<file path="src/core/can_irq_err_defs.svh">
`ifndef CAN_IRQ_ERR_DEFS_SVH
`define CAN_IRQ_ERR_DEFS_SVH

// special function register addresses
`define ADDR_TX_ERR 8'hE6
`define ADDR_RX_ERR 8'hE7
`define ADDR_IRQ_EN 8'hE8
`define RDATA_UNMAPPED 8'h00
`define IRQ_EN_RESET 8'h00
`define IRQ_EN_CAN1_BIT 5
`define IRQ_EN_BUSACT_BIT 7

// interrupt source codes
`define CODE_NONE 8'h00
`define CODE_STATUS 8'h01
`define CODE_MC15 8'h02
`define CODE_MC1 8'h03
`define MC_LAST_LOW 14
`define MC_RX_ONLY 15

// error counter thresholds and steps
`define CNT_ZERO 9'h000
`define CNT_WARN_LIM 9'h060
`define CNT_PASSIVE_LIM 9'h080
`define CNT_BUSOFF_LIM 9'h0FF
`define CNT_TX_MAX 9'h100
`define CNT_RX_MAX 9'h0FF
`define TX_ERR_STEP 4'h8
`define RX_ERR_STEP 4'h1
`define CNT8_FULL 8'hFF

`endif

</file>
<file path="src/core/can_irq_err_pkg.sv">
package can_irq_err_pkg;

	typedef struct packed {
		logic [7:0] addr;
		logic [7:0] wdata;
		logic wr;
		logic rd;
	} sfr_req_t;

	typedef enum logic [1:0] {
		MODE_ACTIVE,
		MODE_WARNING,
		MODE_PASSIVE,
		MODE_BUS_OFF
	} err_mode_t;

endpackage : can_irq_err_pkg

</file>
<file path="src/core/irq_source_select.sv">
`timescale 1ns/10ps
`default_nettype none
`include "can_irq_err_defs.svh"

module irq_source_select (
	// pending sources
	input wire logic status_pend,
	input wire logic [15:1] flags,
	// displayed code
	input wire logic [7:0] cur_code,
	output logic [7:0] next_code
);

	function automatic logic [7:0] encode(input logic st,
		input logic [15:1] f);
		logic [7:0] c;
		c = `CODE_NONE;
		for (int k = `MC_LAST_LOW; k >= 1; k--) begin
			if (f[k]) begin
				c = 8'(`CODE_MC1 + k - 1);
			end
		end
		if (f[`MC_RX_ONLY]) begin
			c = `CODE_MC15;
		end
		if (st) begin
			c = `CODE_STATUS;
		end
		return c;
	endfunction : encode

	function automatic logic still_active(input logic [7:0] c,
		input logic st, input logic [15:1] f);
		logic a;
		a = 1'b0;
		if (c == `CODE_STATUS) begin
			a = st;
		end else if (c == `CODE_MC15) begin
			a = f[`MC_RX_ONLY];
		end
		for (int k = 1; k <= `MC_LAST_LOW; k++) begin
			if (c == 8'(`CODE_MC1 + k - 1)) begin
				a = f[k];
			end
		end
		return a;
	endfunction : still_active

	wire logic [7:0] best_code;
	wire logic hold_cur;

	assign best_code = encode(status_pend, flags); // RULE1 RULE4
	assign hold_cur = (cur_code != `CODE_NONE)
		&& still_active(cur_code, status_pend, flags); // RULE3
	// a removed source falls through to the best one still pending
	assign next_code = hold_cur ? cur_code : best_code; // RULE7

endmodule : irq_source_select
`default_nettype wire

</file>
<file path="src/core/fault_counter.sv">
`timescale 1ns/10ps
`default_nettype none
`include "can_irq_err_defs.svh"

module fault_counter (
	// clock and reset
	input wire logic clk,
	input wire logic rst_n,
	// control
	input wire logic clr,
	input wire logic load,
	input wire logic [7:0] load_val,
	input wire logic up,
	input wire logic [3:0] up_step,
	input wire logic down,
	input wire logic [8:0] cnt_max,
	// count
	output logic [8:0] cnt
);

	logic [8:0] cnt_r;
	logic [8:0] cnt_nxt;
	wire logic [9:0] sum;

	assign sum = {1'b0, cnt_r} + {6'h00, up_step};

	// errors outweigh a success reported in the same cycle
	always_comb begin
		cnt_nxt = cnt_r;
		if (clr) begin
			cnt_nxt = `CNT_ZERO;
		end else if (load) begin
			cnt_nxt = {1'b0, load_val};
		end else if (up) begin
			cnt_nxt = (sum > {1'b0, cnt_max}) ? cnt_max : sum[8:0];
		end else if (down && cnt_r != `CNT_ZERO) begin
			cnt_nxt = cnt_r - 9'h001;
		end
	end

	always_ff @(posedge clk) begin
		if (!rst_n) begin
			cnt_r <= `CNT_ZERO;
		end else begin
			cnt_r <= cnt_nxt;
		end
	end

	assign cnt = cnt_r;

endmodule : fault_counter
`default_nettype wire

</file>
<file path="src/core/can_irq_err_ctrl.sv">
// Behaviour
// [RULE1] code 00h none, 01h status change, 02h center 15, 03h-10h centers 1-14
// [RULE2] the source code returns to 00h on reset
// [RULE3] a displayed non-zero code stays until its own source goes away
// [RULE4] simultaneous sources with nothing shown display the higher priority
// [RULE5] controller request is high exactly while the code is non-zero
// [RULE6] status read or flag clear acknowledges the displayed source
// [RULE7] after removal the code shows the best remaining source or 00h
// [RULE8] status source needs change, matching enable and pending state
// [RULE9] a center source is active while its request flag is set
// [RULE10] transmit error count is readable as an 8-bit register
// [RULE11] transmit count writes need init mode set and bus-off clear
// [RULE12] accepted transmit count write loads both counters together
// [RULE13] writing zero to the transmit count clears error-count-exceeded
// [RULE14] both counters clear on hardware reset and controller soft reset
// [RULE15] mode active, warning from 96, passive from 128, bus-off above 255
// [RULE16] receive error count is readable, written only via transmit count
// [RULE17] enable bit 5 gates the controller interrupt to the processor
// [RULE18] enable bit 7 gates the shared bus-activity interrupt
// [RULE19] any status register read clears a pending status change
// [RULE20] request flag sets on stored receive or sent transmit if enabled
// [RULE21] counters follow fault confinement steps, wide enough for bus-off
`timescale 1ns/10ps
`default_nettype none
`include "can_irq_err_defs.svh"

module can_irq_err_ctrl
	import can_irq_err_pkg::*;
(
	// clock and reset
	input wire logic CLK_SYS,
	input wire logic RST_N,
	// special function register access
	input wire sfr_req_t SFR_REQ,
	output logic [7:0] SFR_RDATA,
	// controller status side
	input wire logic STATUS_CHANGE,
	input wire logic STATUS_CHANGE_IS_ERROR,
	input wire logic ERROR_IRQ_ENABLE,
	input wire logic STATUS_IRQ_ENABLE,
	input wire logic STATUS_READ,
	input wire logic SOFTWARE_INIT_MODE,
	input wire logic CONTROLLER_SOFT_RESET,
	output logic ERROR_COUNT_EXCEEDED_CLR,
	// message centers 1 to 15
	input wire logic [15:1] RX_STORED,
	input wire logic [15:1] TX_DONE,
	input wire logic [15:1] RX_DONE_IRQ_ENABLE,
	input wire logic [15:1] TX_DONE_IRQ_ENABLE,
	input wire logic [15:1] FLAG_CLEAR,
	output logic [15:1] CENTER_REQUEST_FLAG,
	// bus error events
	input wire logic TX_ERROR,
	input wire logic TX_SUCCESS,
	input wire logic RX_ERROR,
	input wire logic RX_SUCCESS,
	// bus activity
	input wire logic BUS_ACTIVITY,
	// interrupt and status outputs
	output logic [7:0] IRQ_SOURCE_CODE,
	output logic CAN1_SOURCE_ACTIVE,
	output logic CAN1_IRQ,
	output logic BUS_ACTIVITY_IRQ,
	output logic [7:0] EXT_IRQ_ENABLES,
	output err_mode_t ERROR_MODE,
	output logic BUS_OFF
);

	////////////////////////////////////////////////////////////////////
	// register decode

	wire logic sel_tx;
	wire logic sel_rx;
	wire logic sel_en;
	wire logic tec_wr;
	wire logic tec_wr_ok;
	wire logic soft_clr;

	assign sel_tx = (SFR_REQ.addr == `ADDR_TX_ERR);
	assign sel_rx = (SFR_REQ.addr == `ADDR_RX_ERR);
	assign sel_en = (SFR_REQ.addr == `ADDR_IRQ_EN);
	assign tec_wr = SFR_REQ.wr && sel_tx;
	assign soft_clr = CONTROLLER_SOFT_RESET;

	////////////////////////////////////////////////////////////////////
	// error counters

	logic [8:0] tec;
	logic [8:0] rec;
	wire logic bus_off;
	wire logic [8:0] worst;

	function automatic logic [7:0] sat8(input logic [8:0] v);
		return v[8] ? `CNT8_FULL : v[7:0];
	endfunction : sat8

	assign bus_off = (tec > `CNT_BUSOFF_LIM); // RULE15
	// an ignored write leaves both counters untouched
	assign tec_wr_ok = tec_wr && SOFTWARE_INIT_MODE && !bus_off; // RULE11
	assign worst = (tec > rec) ? tec : rec;

	fault_counter u_tx_count (
		.clk(CLK_SYS),
		.rst_n(RST_N),
		.clr(soft_clr), // RULE14
		.load(tec_wr_ok), // RULE12
		.load_val(SFR_REQ.wdata),
		.up(TX_ERROR), // RULE21
		.up_step(`TX_ERR_STEP),
		.down(TX_SUCCESS),
		.cnt_max(`CNT_TX_MAX),
		.cnt(tec)
	);

	fault_counter u_rx_count (
		.clk(CLK_SYS),
		.rst_n(RST_N),
		.clr(soft_clr), // RULE14
		.load(tec_wr_ok), // RULE12 RULE16
		.load_val(SFR_REQ.wdata),
		.up(RX_ERROR), // RULE21
		.up_step(`RX_ERR_STEP),
		.down(RX_SUCCESS),
		.cnt_max(`CNT_RX_MAX),
		.cnt(rec)
	);

	err_mode_t mode_r;
	err_mode_t mode_nxt;
	logic error_count_exceeded_clr_r;

	always_comb begin
		if (bus_off) begin
			mode_nxt = MODE_BUS_OFF;
		end else if (worst >= `CNT_PASSIVE_LIM) begin
			mode_nxt = MODE_PASSIVE;
		end else if (worst >= `CNT_WARN_LIM) begin
			mode_nxt = MODE_WARNING;
		end else begin
			mode_nxt = MODE_ACTIVE; // RULE15
		end
	end

	always_ff @(posedge CLK_SYS) begin
		if (!RST_N) begin
			mode_r <= MODE_ACTIVE;
			error_count_exceeded_clr_r <= 1'b0;
		end else begin
			mode_r <= mode_nxt;
			error_count_exceeded_clr_r <= tec_wr_ok
				&& (SFR_REQ.wdata == `CODE_NONE); // RULE13
		end
	end

	////////////////////////////////////////////////////////////////////
	// interrupt enables and read data

	logic [7:0] irq_en_r;
	logic [7:0] rdata_r;
	wire logic [7:0] rd_mux;

	assign rd_mux = sel_tx ? sat8(tec) // RULE10
		: sel_rx ? sat8(rec) // RULE16
		: sel_en ? irq_en_r
		: `RDATA_UNMAPPED;

	always_ff @(posedge CLK_SYS) begin
		if (!RST_N) begin
			irq_en_r <= `IRQ_EN_RESET;
			rdata_r <= `RDATA_UNMAPPED;
		end else begin
			if (SFR_REQ.wr && sel_en) begin
				irq_en_r <= SFR_REQ.wdata;
			end
			if (SFR_REQ.rd) begin
				rdata_r <= rd_mux;
			end
		end
	end

	////////////////////////////////////////////////////////////////////
	// interrupt sources

	logic st_pend_r;
	logic [15:1] flag_r;
	wire logic st_set;
	wire logic [15:1] flag_set;
	wire logic [15:1] tx_en_eff;

	// the enable that matches the kind of change must be on
	assign st_set = STATUS_CHANGE && (STATUS_CHANGE_IS_ERROR
		? ERROR_IRQ_ENABLE : STATUS_IRQ_ENABLE); // RULE8
	// center 15 only receives, its transmit enable means nothing
	assign tx_en_eff = {1'b0, TX_DONE_IRQ_ENABLE[14:1]};
	assign flag_set = (RX_STORED & RX_DONE_IRQ_ENABLE)
		| (TX_DONE & tx_en_eff); // RULE20

	// a new event in a flag clear or status read cycle survives it, a soft reset does not
	always_ff @(posedge CLK_SYS) begin
		if (!RST_N || soft_clr) begin
			st_pend_r <= 1'b0;
			flag_r <= '0;
		end else begin
			st_pend_r <= st_set || (st_pend_r && !STATUS_READ); // RULE19
			flag_r <= flag_set | (flag_r & ~FLAG_CLEAR); // RULE6
		end
	end

	////////////////////////////////////////////////////////////////////
	// displayed source code

	logic [7:0] code_r;
	logic [7:0] code_nxt;

	irq_source_select u_select (
		.status_pend(st_pend_r), // RULE8
		.flags(flag_r), // RULE9
		.cur_code(code_r),
		.next_code(code_nxt)
	);

	always_ff @(posedge CLK_SYS) begin
		if (!RST_N) begin
			code_r <= `CODE_NONE; // RULE2
		end else begin
			code_r <= code_nxt; // RULE3 RULE7
		end
	end

	wire logic src_active;

	assign src_active = (code_r != `CODE_NONE); // RULE5
	assign CAN1_SOURCE_ACTIVE = src_active;
	assign CAN1_IRQ = src_active && irq_en_r[`IRQ_EN_CAN1_BIT]; // RULE17
	assign BUS_ACTIVITY_IRQ = BUS_ACTIVITY
		&& irq_en_r[`IRQ_EN_BUSACT_BIT]; // RULE18

	////////////////////////////////////////////////////////////////////
	// outputs

	assign SFR_RDATA = rdata_r;
	assign ERROR_COUNT_EXCEEDED_CLR = error_count_exceeded_clr_r;
	assign CENTER_REQUEST_FLAG = flag_r;
	assign IRQ_SOURCE_CODE = code_r;
	assign EXT_IRQ_ENABLES = irq_en_r;
	assign ERROR_MODE = mode_r;
	assign BUS_OFF = bus_off;
endmodule : can_irq_err_ctrl
`default_nettype wire

</file>
<file path="config.mk">
export PLATFORM = sky130hd
export DESIGN_NAME = can_irq_err_ctrl
export DESIGN_NICKNAME = d
export VERILOG_FILES = /design/src/core/can_irq_err_pkg.sv /design/src/core/irq_source_select.sv /design/src/core/fault_counter.sv /design/src/core/can_irq_err_ctrl.sv
export VERILOG_INCLUDE_DIRS = /design/src /design/src/core
export SDC_FILE = /design/constraint.sdc
export NUM_CORES = 1
export LEC_CHECK = 0
export ABC_CLOCK_PERIOD_IN_PS = 4200
export CAP_MARGIN = 20
export CORE_ASPECT_RATIO = 1.4
export CORE_MARGIN = 3
export CORE_UTILIZATION = 35
export DETAILED_ROUTE_END_ITERATION = 12
export DONT_BUFFER_PORTS = 1
export PLACE_DENSITY = 0.55
export SLEW_MARGIN = 20
export SYNTH_ARGS = -nofsm -noshare
export SYNTH_HDL_FRONTEND = slang
export SYNTH_SLANG_ARGS = --single-unit
</file>
<file path="constraint.sdc">
create_clock -name CLK_SYS -period 4.2 [get_ports CLK_SYS]
set_input_delay 0.21 -clock CLK_SYS [delete_from_list [all_inputs] [get_ports CLK_SYS]]
set_output_delay 0.21 -clock CLK_SYS [all_outputs]
set_load 0.05 [all_outputs]
</file>
## Yosys cells after proc, flatten, opt, wreduce, memory -nomap -nowiden

Index checks and enable logic that the tools add are counted.

| storage, ports and cells | value |
|---|---|
| input port bits | 107 |
| bits in registers | 61 |

| operators by class | value |
|---|---|
| bitwise gates (word level) | 7 |
| reductions and logical operators | 27 |
| order comparisons | 6 |
| equality and inequality tests | 19 |
| muxes and demuxes | 50 |
| $add $sub $neg | 4 |

Operators by type and width:

| kind | count |
|---|---|
| two-way mux 5 bit | 16 |
| == test 8 x 4 -> 1 bit, second input constant | 8 |
| two-way mux 9 bit | 7 |
| two-way mux 8 bit | 7 |
| == test 8 x 3 -> 1 bit, second input constant | 4 |
| AND 15 bit | 2 |
| bitwise OR 15 bit | 2 |
| == test 8 bit, second input constant | 3 |
| two-way mux 1 bit | 18 |
| nonzero test 9 bit | 2 |
| subtractor 9 x 1 -> 9 bit, second input constant | 2 |
| == test 8 x 2 -> 1 bit, second input constant | 2 |
| AND 15 x 14 -> 15 bit | 1 |
| inverter 15 bit | 1 |
| logical AND 1 bit | 12 |
| adder 9 x 1 -> 10 bit, second input constant | 1 |
| adder 9 x 4 -> 10 bit, second input constant | 1 |
| greater-than comparator 10 x 8 -> 1 bit, second input constant | 1 |
| greater-than comparator 10 x 9 -> 1 bit, second input constant | 1 |
| greater-or-equal comparator 9 x 7 -> 1 bit, second input constant | 1 |
| greater-or-equal comparator 9 x 8 -> 1 bit, second input constant | 1 |
| greater-than comparator 9 x 8 -> 1 bit, second input constant | 1 |
| greater-than comparator 9 bit | 1 |
| == test 8 x 1 -> 1 bit, second input constant | 1 |
| other kinds (11) | 17 |

## Longest topological paths before layout

| logic depth | value |
|---|---|
| word-level depth | 18 |
| gate-level depth with buffers | 9 |
| depth with buffers taken out | 8 |

## Cells and area by module

From an unflattened synthesis, not the netlist that was laid out.

| unflattened totals | value |
|---|---|
| cell total of the unflattened synthesis | 627 |
| area, all modules | 5134.9 sq um |

Modules (own cells, without submodules):

| module | area each (sq um) | instances | seq. area each (sq um) | cells each |
|---|---|---|---|---|
| can_irq_err_ctrl | 2184.6 | 1 | 860.8 | 241 |
| fault_counter at u_tx_count | 1212.4 | 1 | 180.2 | 154 |
| fault_counter at u_rx_count | 1174.9 | 1 | 180.2 | 151 |
| irq_source_select | 563.0 | 1 | 0.0 | 81 |

## Worst setup path after synthesis

Ideal clock, no wire load.

| timing | value |
|---|---|
| path type | reg-to-reg |
| start point | reg u_tx_count.cnt_r[3], in the netlist u_tx_count.cnt[3] |
| end point | reg u_tx_count.cnt_r[0], in the netlist u_tx_count.cnt[0] |
| setup slack | 1905 ps |
| cell stages (with the launch flop) | 9 |
| period minus slack after synthesis | 2295 ps |
| setup time | 66 ps |
| path buffers | 1 |
| arrival time | 2229 ps |
| required time | 4134 ps |
| cells stage by stage | dfxtp_1 buf_6 inv_2 ha_1 or4b_1 or4_4 a21oi_4 o311ai_1 a21oi_2 |

| on the way | value |
|---|---|
| longest elaborated chain between the ends | 5 |
| elaborated cells between the ends (all ways) | 11 |
| classes of those cells | add/sub (1); order compare (2); mux (3); reduce/logical (5) |

RTL lines:

| item | line | source |
|---|---|---|
| start, declared | fault_counter.sv:21 | `logic [8:0] cnt_r;` |
| start signal, assigned | fault_counter.sv:43 | `` cnt_r <= `CNT_ZERO; `` |
| start signal, assigned | fault_counter.sv:45 | `cnt_r <= cnt_nxt;` |
| adder 9 x 4 -> 10 bit | fault_counter.sv:25 | `assign sum = {1'b0, cnt_r} + {6'h00, up_step};` |
| greater-than comparator 10 x 9 -> 1 bit | fault_counter.sv:35 | `cnt_nxt = (sum > {1'b0, cnt_max}) ? cnt_max : sum[8:0];` |
| two-way mux 9 bit | fault_counter.sv:35 |  |
| two-way mux 9 bit | fault_counter.sv:34 | `end else if (up) begin` |
| two-way mux 8 bit | fault_counter.sv:32 | `end else if (load) begin` |

Parallel ways exist; a longest one is shown, timed or not.
A chain may end at the register's enable or synchronous reset.

## Worst setup path after layout

| timing | value |
|---|---|
| start point | reg u_tx_count.cnt_r[3], in the netlist u_tx_count.cnt[3] |
| end point | out BUS_OFF |

| on the way | value |
|---|---|
| longest elaborated chain between the ends | 1 |

RTL lines:

| item | line | source |
|---|---|---|
| greater-than comparator 9 x 8 -> 1 bit (no source line) | -- |  |
| end, declared | can_irq_err_ctrl.sv:66 | `output logic BUS_OFF` |

Every way passes these cells.

==> impl_metrics.yaml <==
run_status:
  status: "complete, no violations"
sta:
  slew_headroom_pct: 43.7
  tightest_slew_ns: 0.843
  final.min_clock_period_ns: 2.69
  setup_violations: 0
  clock_skew_ns: 0.00871
  drv_slew: 0
  rsz0062_at_grt: "false"
  final-hold-violation-count: 0
  fin_tns_setup_ns: 0
  finalCritPeriodShare_pct: 63.9
  max_freq_mhz: 372
route:
  via_per_inst: 6.05
  route.detailed.drc: 0
  vias: 4036
  dr_wl_met3_mm: 1.04
  routedWlPerCell_um: 19.9
  drtIter0Drc: 297
  drtPass1Iterations: 5
  wl_met2_mm: 6.74
  drt_wl_total_mm: 13.3
  ant_nets: 0
  highest_layer: "met4"
  wl_met1_mm: 5.21
synth:
  async_flop_share_pct: 0
  synth.avg_cell_area_um2: 7.47
  synth_cells: 536
  ys_seq_elements: 58
  yosysWarnings: 0
  dominantRegCellSynth: "dfxtp_1"
  yosysSeqAreaShare_pct: 29.0
  synth_edf_count: 0
  ys_types: 68
  synth_area_um2: 4000
global_routing:
  grt_max_degree: 22
  grt_usage_pct: 20.7
  grt_pass1_vias: 3906
  antenna_found_initial: 0
  overflow: 0
  grt_pass1_wl_mm: 20.7
cts:
  insertion_delay_ns: 0.33
  cts.clk_slew.worst_paths_ns: 0.06
  cts_tree: "done"
  cts_made_buffers: 9
  postCtsSetupBuffers: 0
  cts.path.max_buffers: 2
  cts_hold_buf: 2
  cts.repair.resized: 0
  numClockSinks: 58
  h-tree-depth: 3
  cts-root-buf: "clkbuf_16"
setup_path:
  cp_max_fo: 9
  reg2reg_slack_ns: 1.58
  cp-start-kind: "register"
  crit_type: "reg -> out"
  cp.required_ns: 3.99
  crit_path_end_kind: "primary output"
  crit_arrival_ns: 2.48
placement:
  dp_hpwl_mm: 10.1
  port_buffers: 0
  gp_congestion: 0.914
  dpl_cell_area_um2: 4020
power_and_ir_drop:
  power_density_nw_per_um2: 387
  irDropWorstVdd_mv: 0.201
  cellLeakagePower_nw: 1.56
die:
  core_area_um2: 11000
  dieWidth_um: 96.4
  io_pins: 153
  fp.dieArea_um2: 12800
  placementRows: 45
  fp.dieH_um: 133
  start_util_pct: 36.3
layout:
  fin_area_um2: 4320
  fillers: 1188
  n_antenna_cell: 0
  area_delta_synth_final_pct: 7.97
  nNetsFinal: 645
  layout-drive-gt1-share_pct: 6.65
worst_hold_path:
  holdCritPathClass: "in -> reg"
job:
  max_cap_violations: 0
## synth_stat cells (4+ instances only)
master / n / area share, %
inv_1: 35 / 3.3
ha_1: 17 / 5.3
mux2i_1: 6 / 1.5
a211oi_1: 5 / 0.94
o221ai_1: 8 / 1.8
nor2_1: 48 / 4.5
o22ai_1: 4 / 0.63
o21a_1: 4 / 0.75
a222oi_1: 10 / 2.5
a21oi_1: 49 / 6.1
nand3_1: 22 / 2.8
o21ai_0: 34 / 4.3
xnor2_1: 9 / 2.0
buf_4: 4 / 0.75
a31oi_1: 6 / 0.94
nor3_1: 20 / 2.5
dfxtp_1: 58 / 29
o31ai_1: 5 / 0.94
nand2b_1: 15 / 2.3
xor2_1: 4 / 0.88
buf_6: 4 / 1.1
o211ai_1: 7 / 1.3
nand2_1: 62 / 5.8
clkbuf_1: 20 / 1.9
nor4_1: 11 / 1.7
nand4_1: 4 / 0.63
## layout make-up
cell class	count	area [um^2]	share of cell area, %
Inverter	36	135	3.13
Clock inverter	6	41.3	0.955
Clock buffer	10	239	5.53
Multi-Input combinational cell	413	2540	58.8
Sequential cell	58	1160	26.9
Tap cell	141	176	4.08
Timing Repair Buffer	3	27.5	0.637
## path summary, 6_finish.rpt
path	startpoint	endpoint	depth (start not counted)
worst min register to register	st_pend_r	IRQ_SOURCE_CODE[2]	3
worst max-delay path	u_tx_count.cnt[3]	BUS_OFF	5
worst max register to register	u_tx_count.cnt[3]	u_tx_count.cnt[0]	7
worst min-delay path	RST_N	IRQ_SOURCE_CODE[2]	2
## layout by cell type, fill, tap and decap left out, types with 5 or more instances in the layout
cell type,instances
a21oi_1,49
xnor2_1,9
nor2_1,48
clkbuf_16,9
nand3_1,22
inv_1,35
a222oi_1,10
nand2b_1,15
ha_1,17
nor3_1,20
dfxtp_1,58
o211ai_1,7
o221ai_1,8
nor4_1,11
o31ai_1,5
nand2_1,62
a211oi_1,5
mux2i_1,6
o21ai_0,34
a31oi_1,6
## layer usage
layer  vias to the layer above  track usage, %
li1                       1936               -
met1                      1883            24.5
met2                       191            35.7
met3                        26            5.23
met4                         0            7.02
met5                         -               0
## flip-flops by register name, summed over array words and instances, names as in the netlist
name                      cells
CENTER_REQUEST_FLAG          15
u_rx_count.cnt                9
u_tx_count.cnt                9
EXT_IRQ_ENABLES               8
SFR_RDATA                     8
IRQ_SOURCE_CODE               5
ERROR_MODE                    2
ERROR_COUNT_EXCEEDED_CLR      1
st_pend_r                     1
## metrics by stage
stage / cells / power (mW) / setup slack [ns] / hold slack, ns / utilization, %
CTS: 667 / 1.68 / 1.50 / 0.0202 / 39.2
global placement: 649 / 0.985 / 1.63 / 0.294 / 36.4
global route: 667 / 1.75 / 1.36 / 0.0249 / 39.2
detailed placement: 649 / 0.988 / 1.61 / 0.294 / 36.4
finish: 667 / 1.67 / 1.51 / 0.0252 / 39.2
floorplan: 538 / 0.932 / 1.91 / 0.287 / -
## power by group
group / internal, mW / total (mW) / leakage, nW / switching, mW
Sequential: 0.575 / 0.686 / 0.472 / 0.111
Clock: 0.414 / 0.690 / 0.131 / 0.275
Combinational: 0.124 / 0.297 / 0.955 / 0.173
## worst max-delay path, cell delays in order, from the launching register on
cell and delay [ns]:
dfxtp_1 0.58, ha_1 0.34, nand4_1 0.14, a211oi_1 0.53, nor2_1 0.19, inv_1 0.37
## cells by family (layout without fill, tap and decap cells)
kind of cell               Yosys count  in the layout  synth area share [%]
xor gates and xnor gates            13             13                  2.84
adders and majority gates           17             17                  5.31
other                                1              3                0.0937
AOI/OAI and AO/OA                  159            159                  26.2
muxes                                9              9                  2.34
DFF                                 58             58                  29.0
buffers and inverters               67             55                  7.69
and+or+nand+nor                    212            212                  26.5
(Power assumes the default switching activity.)
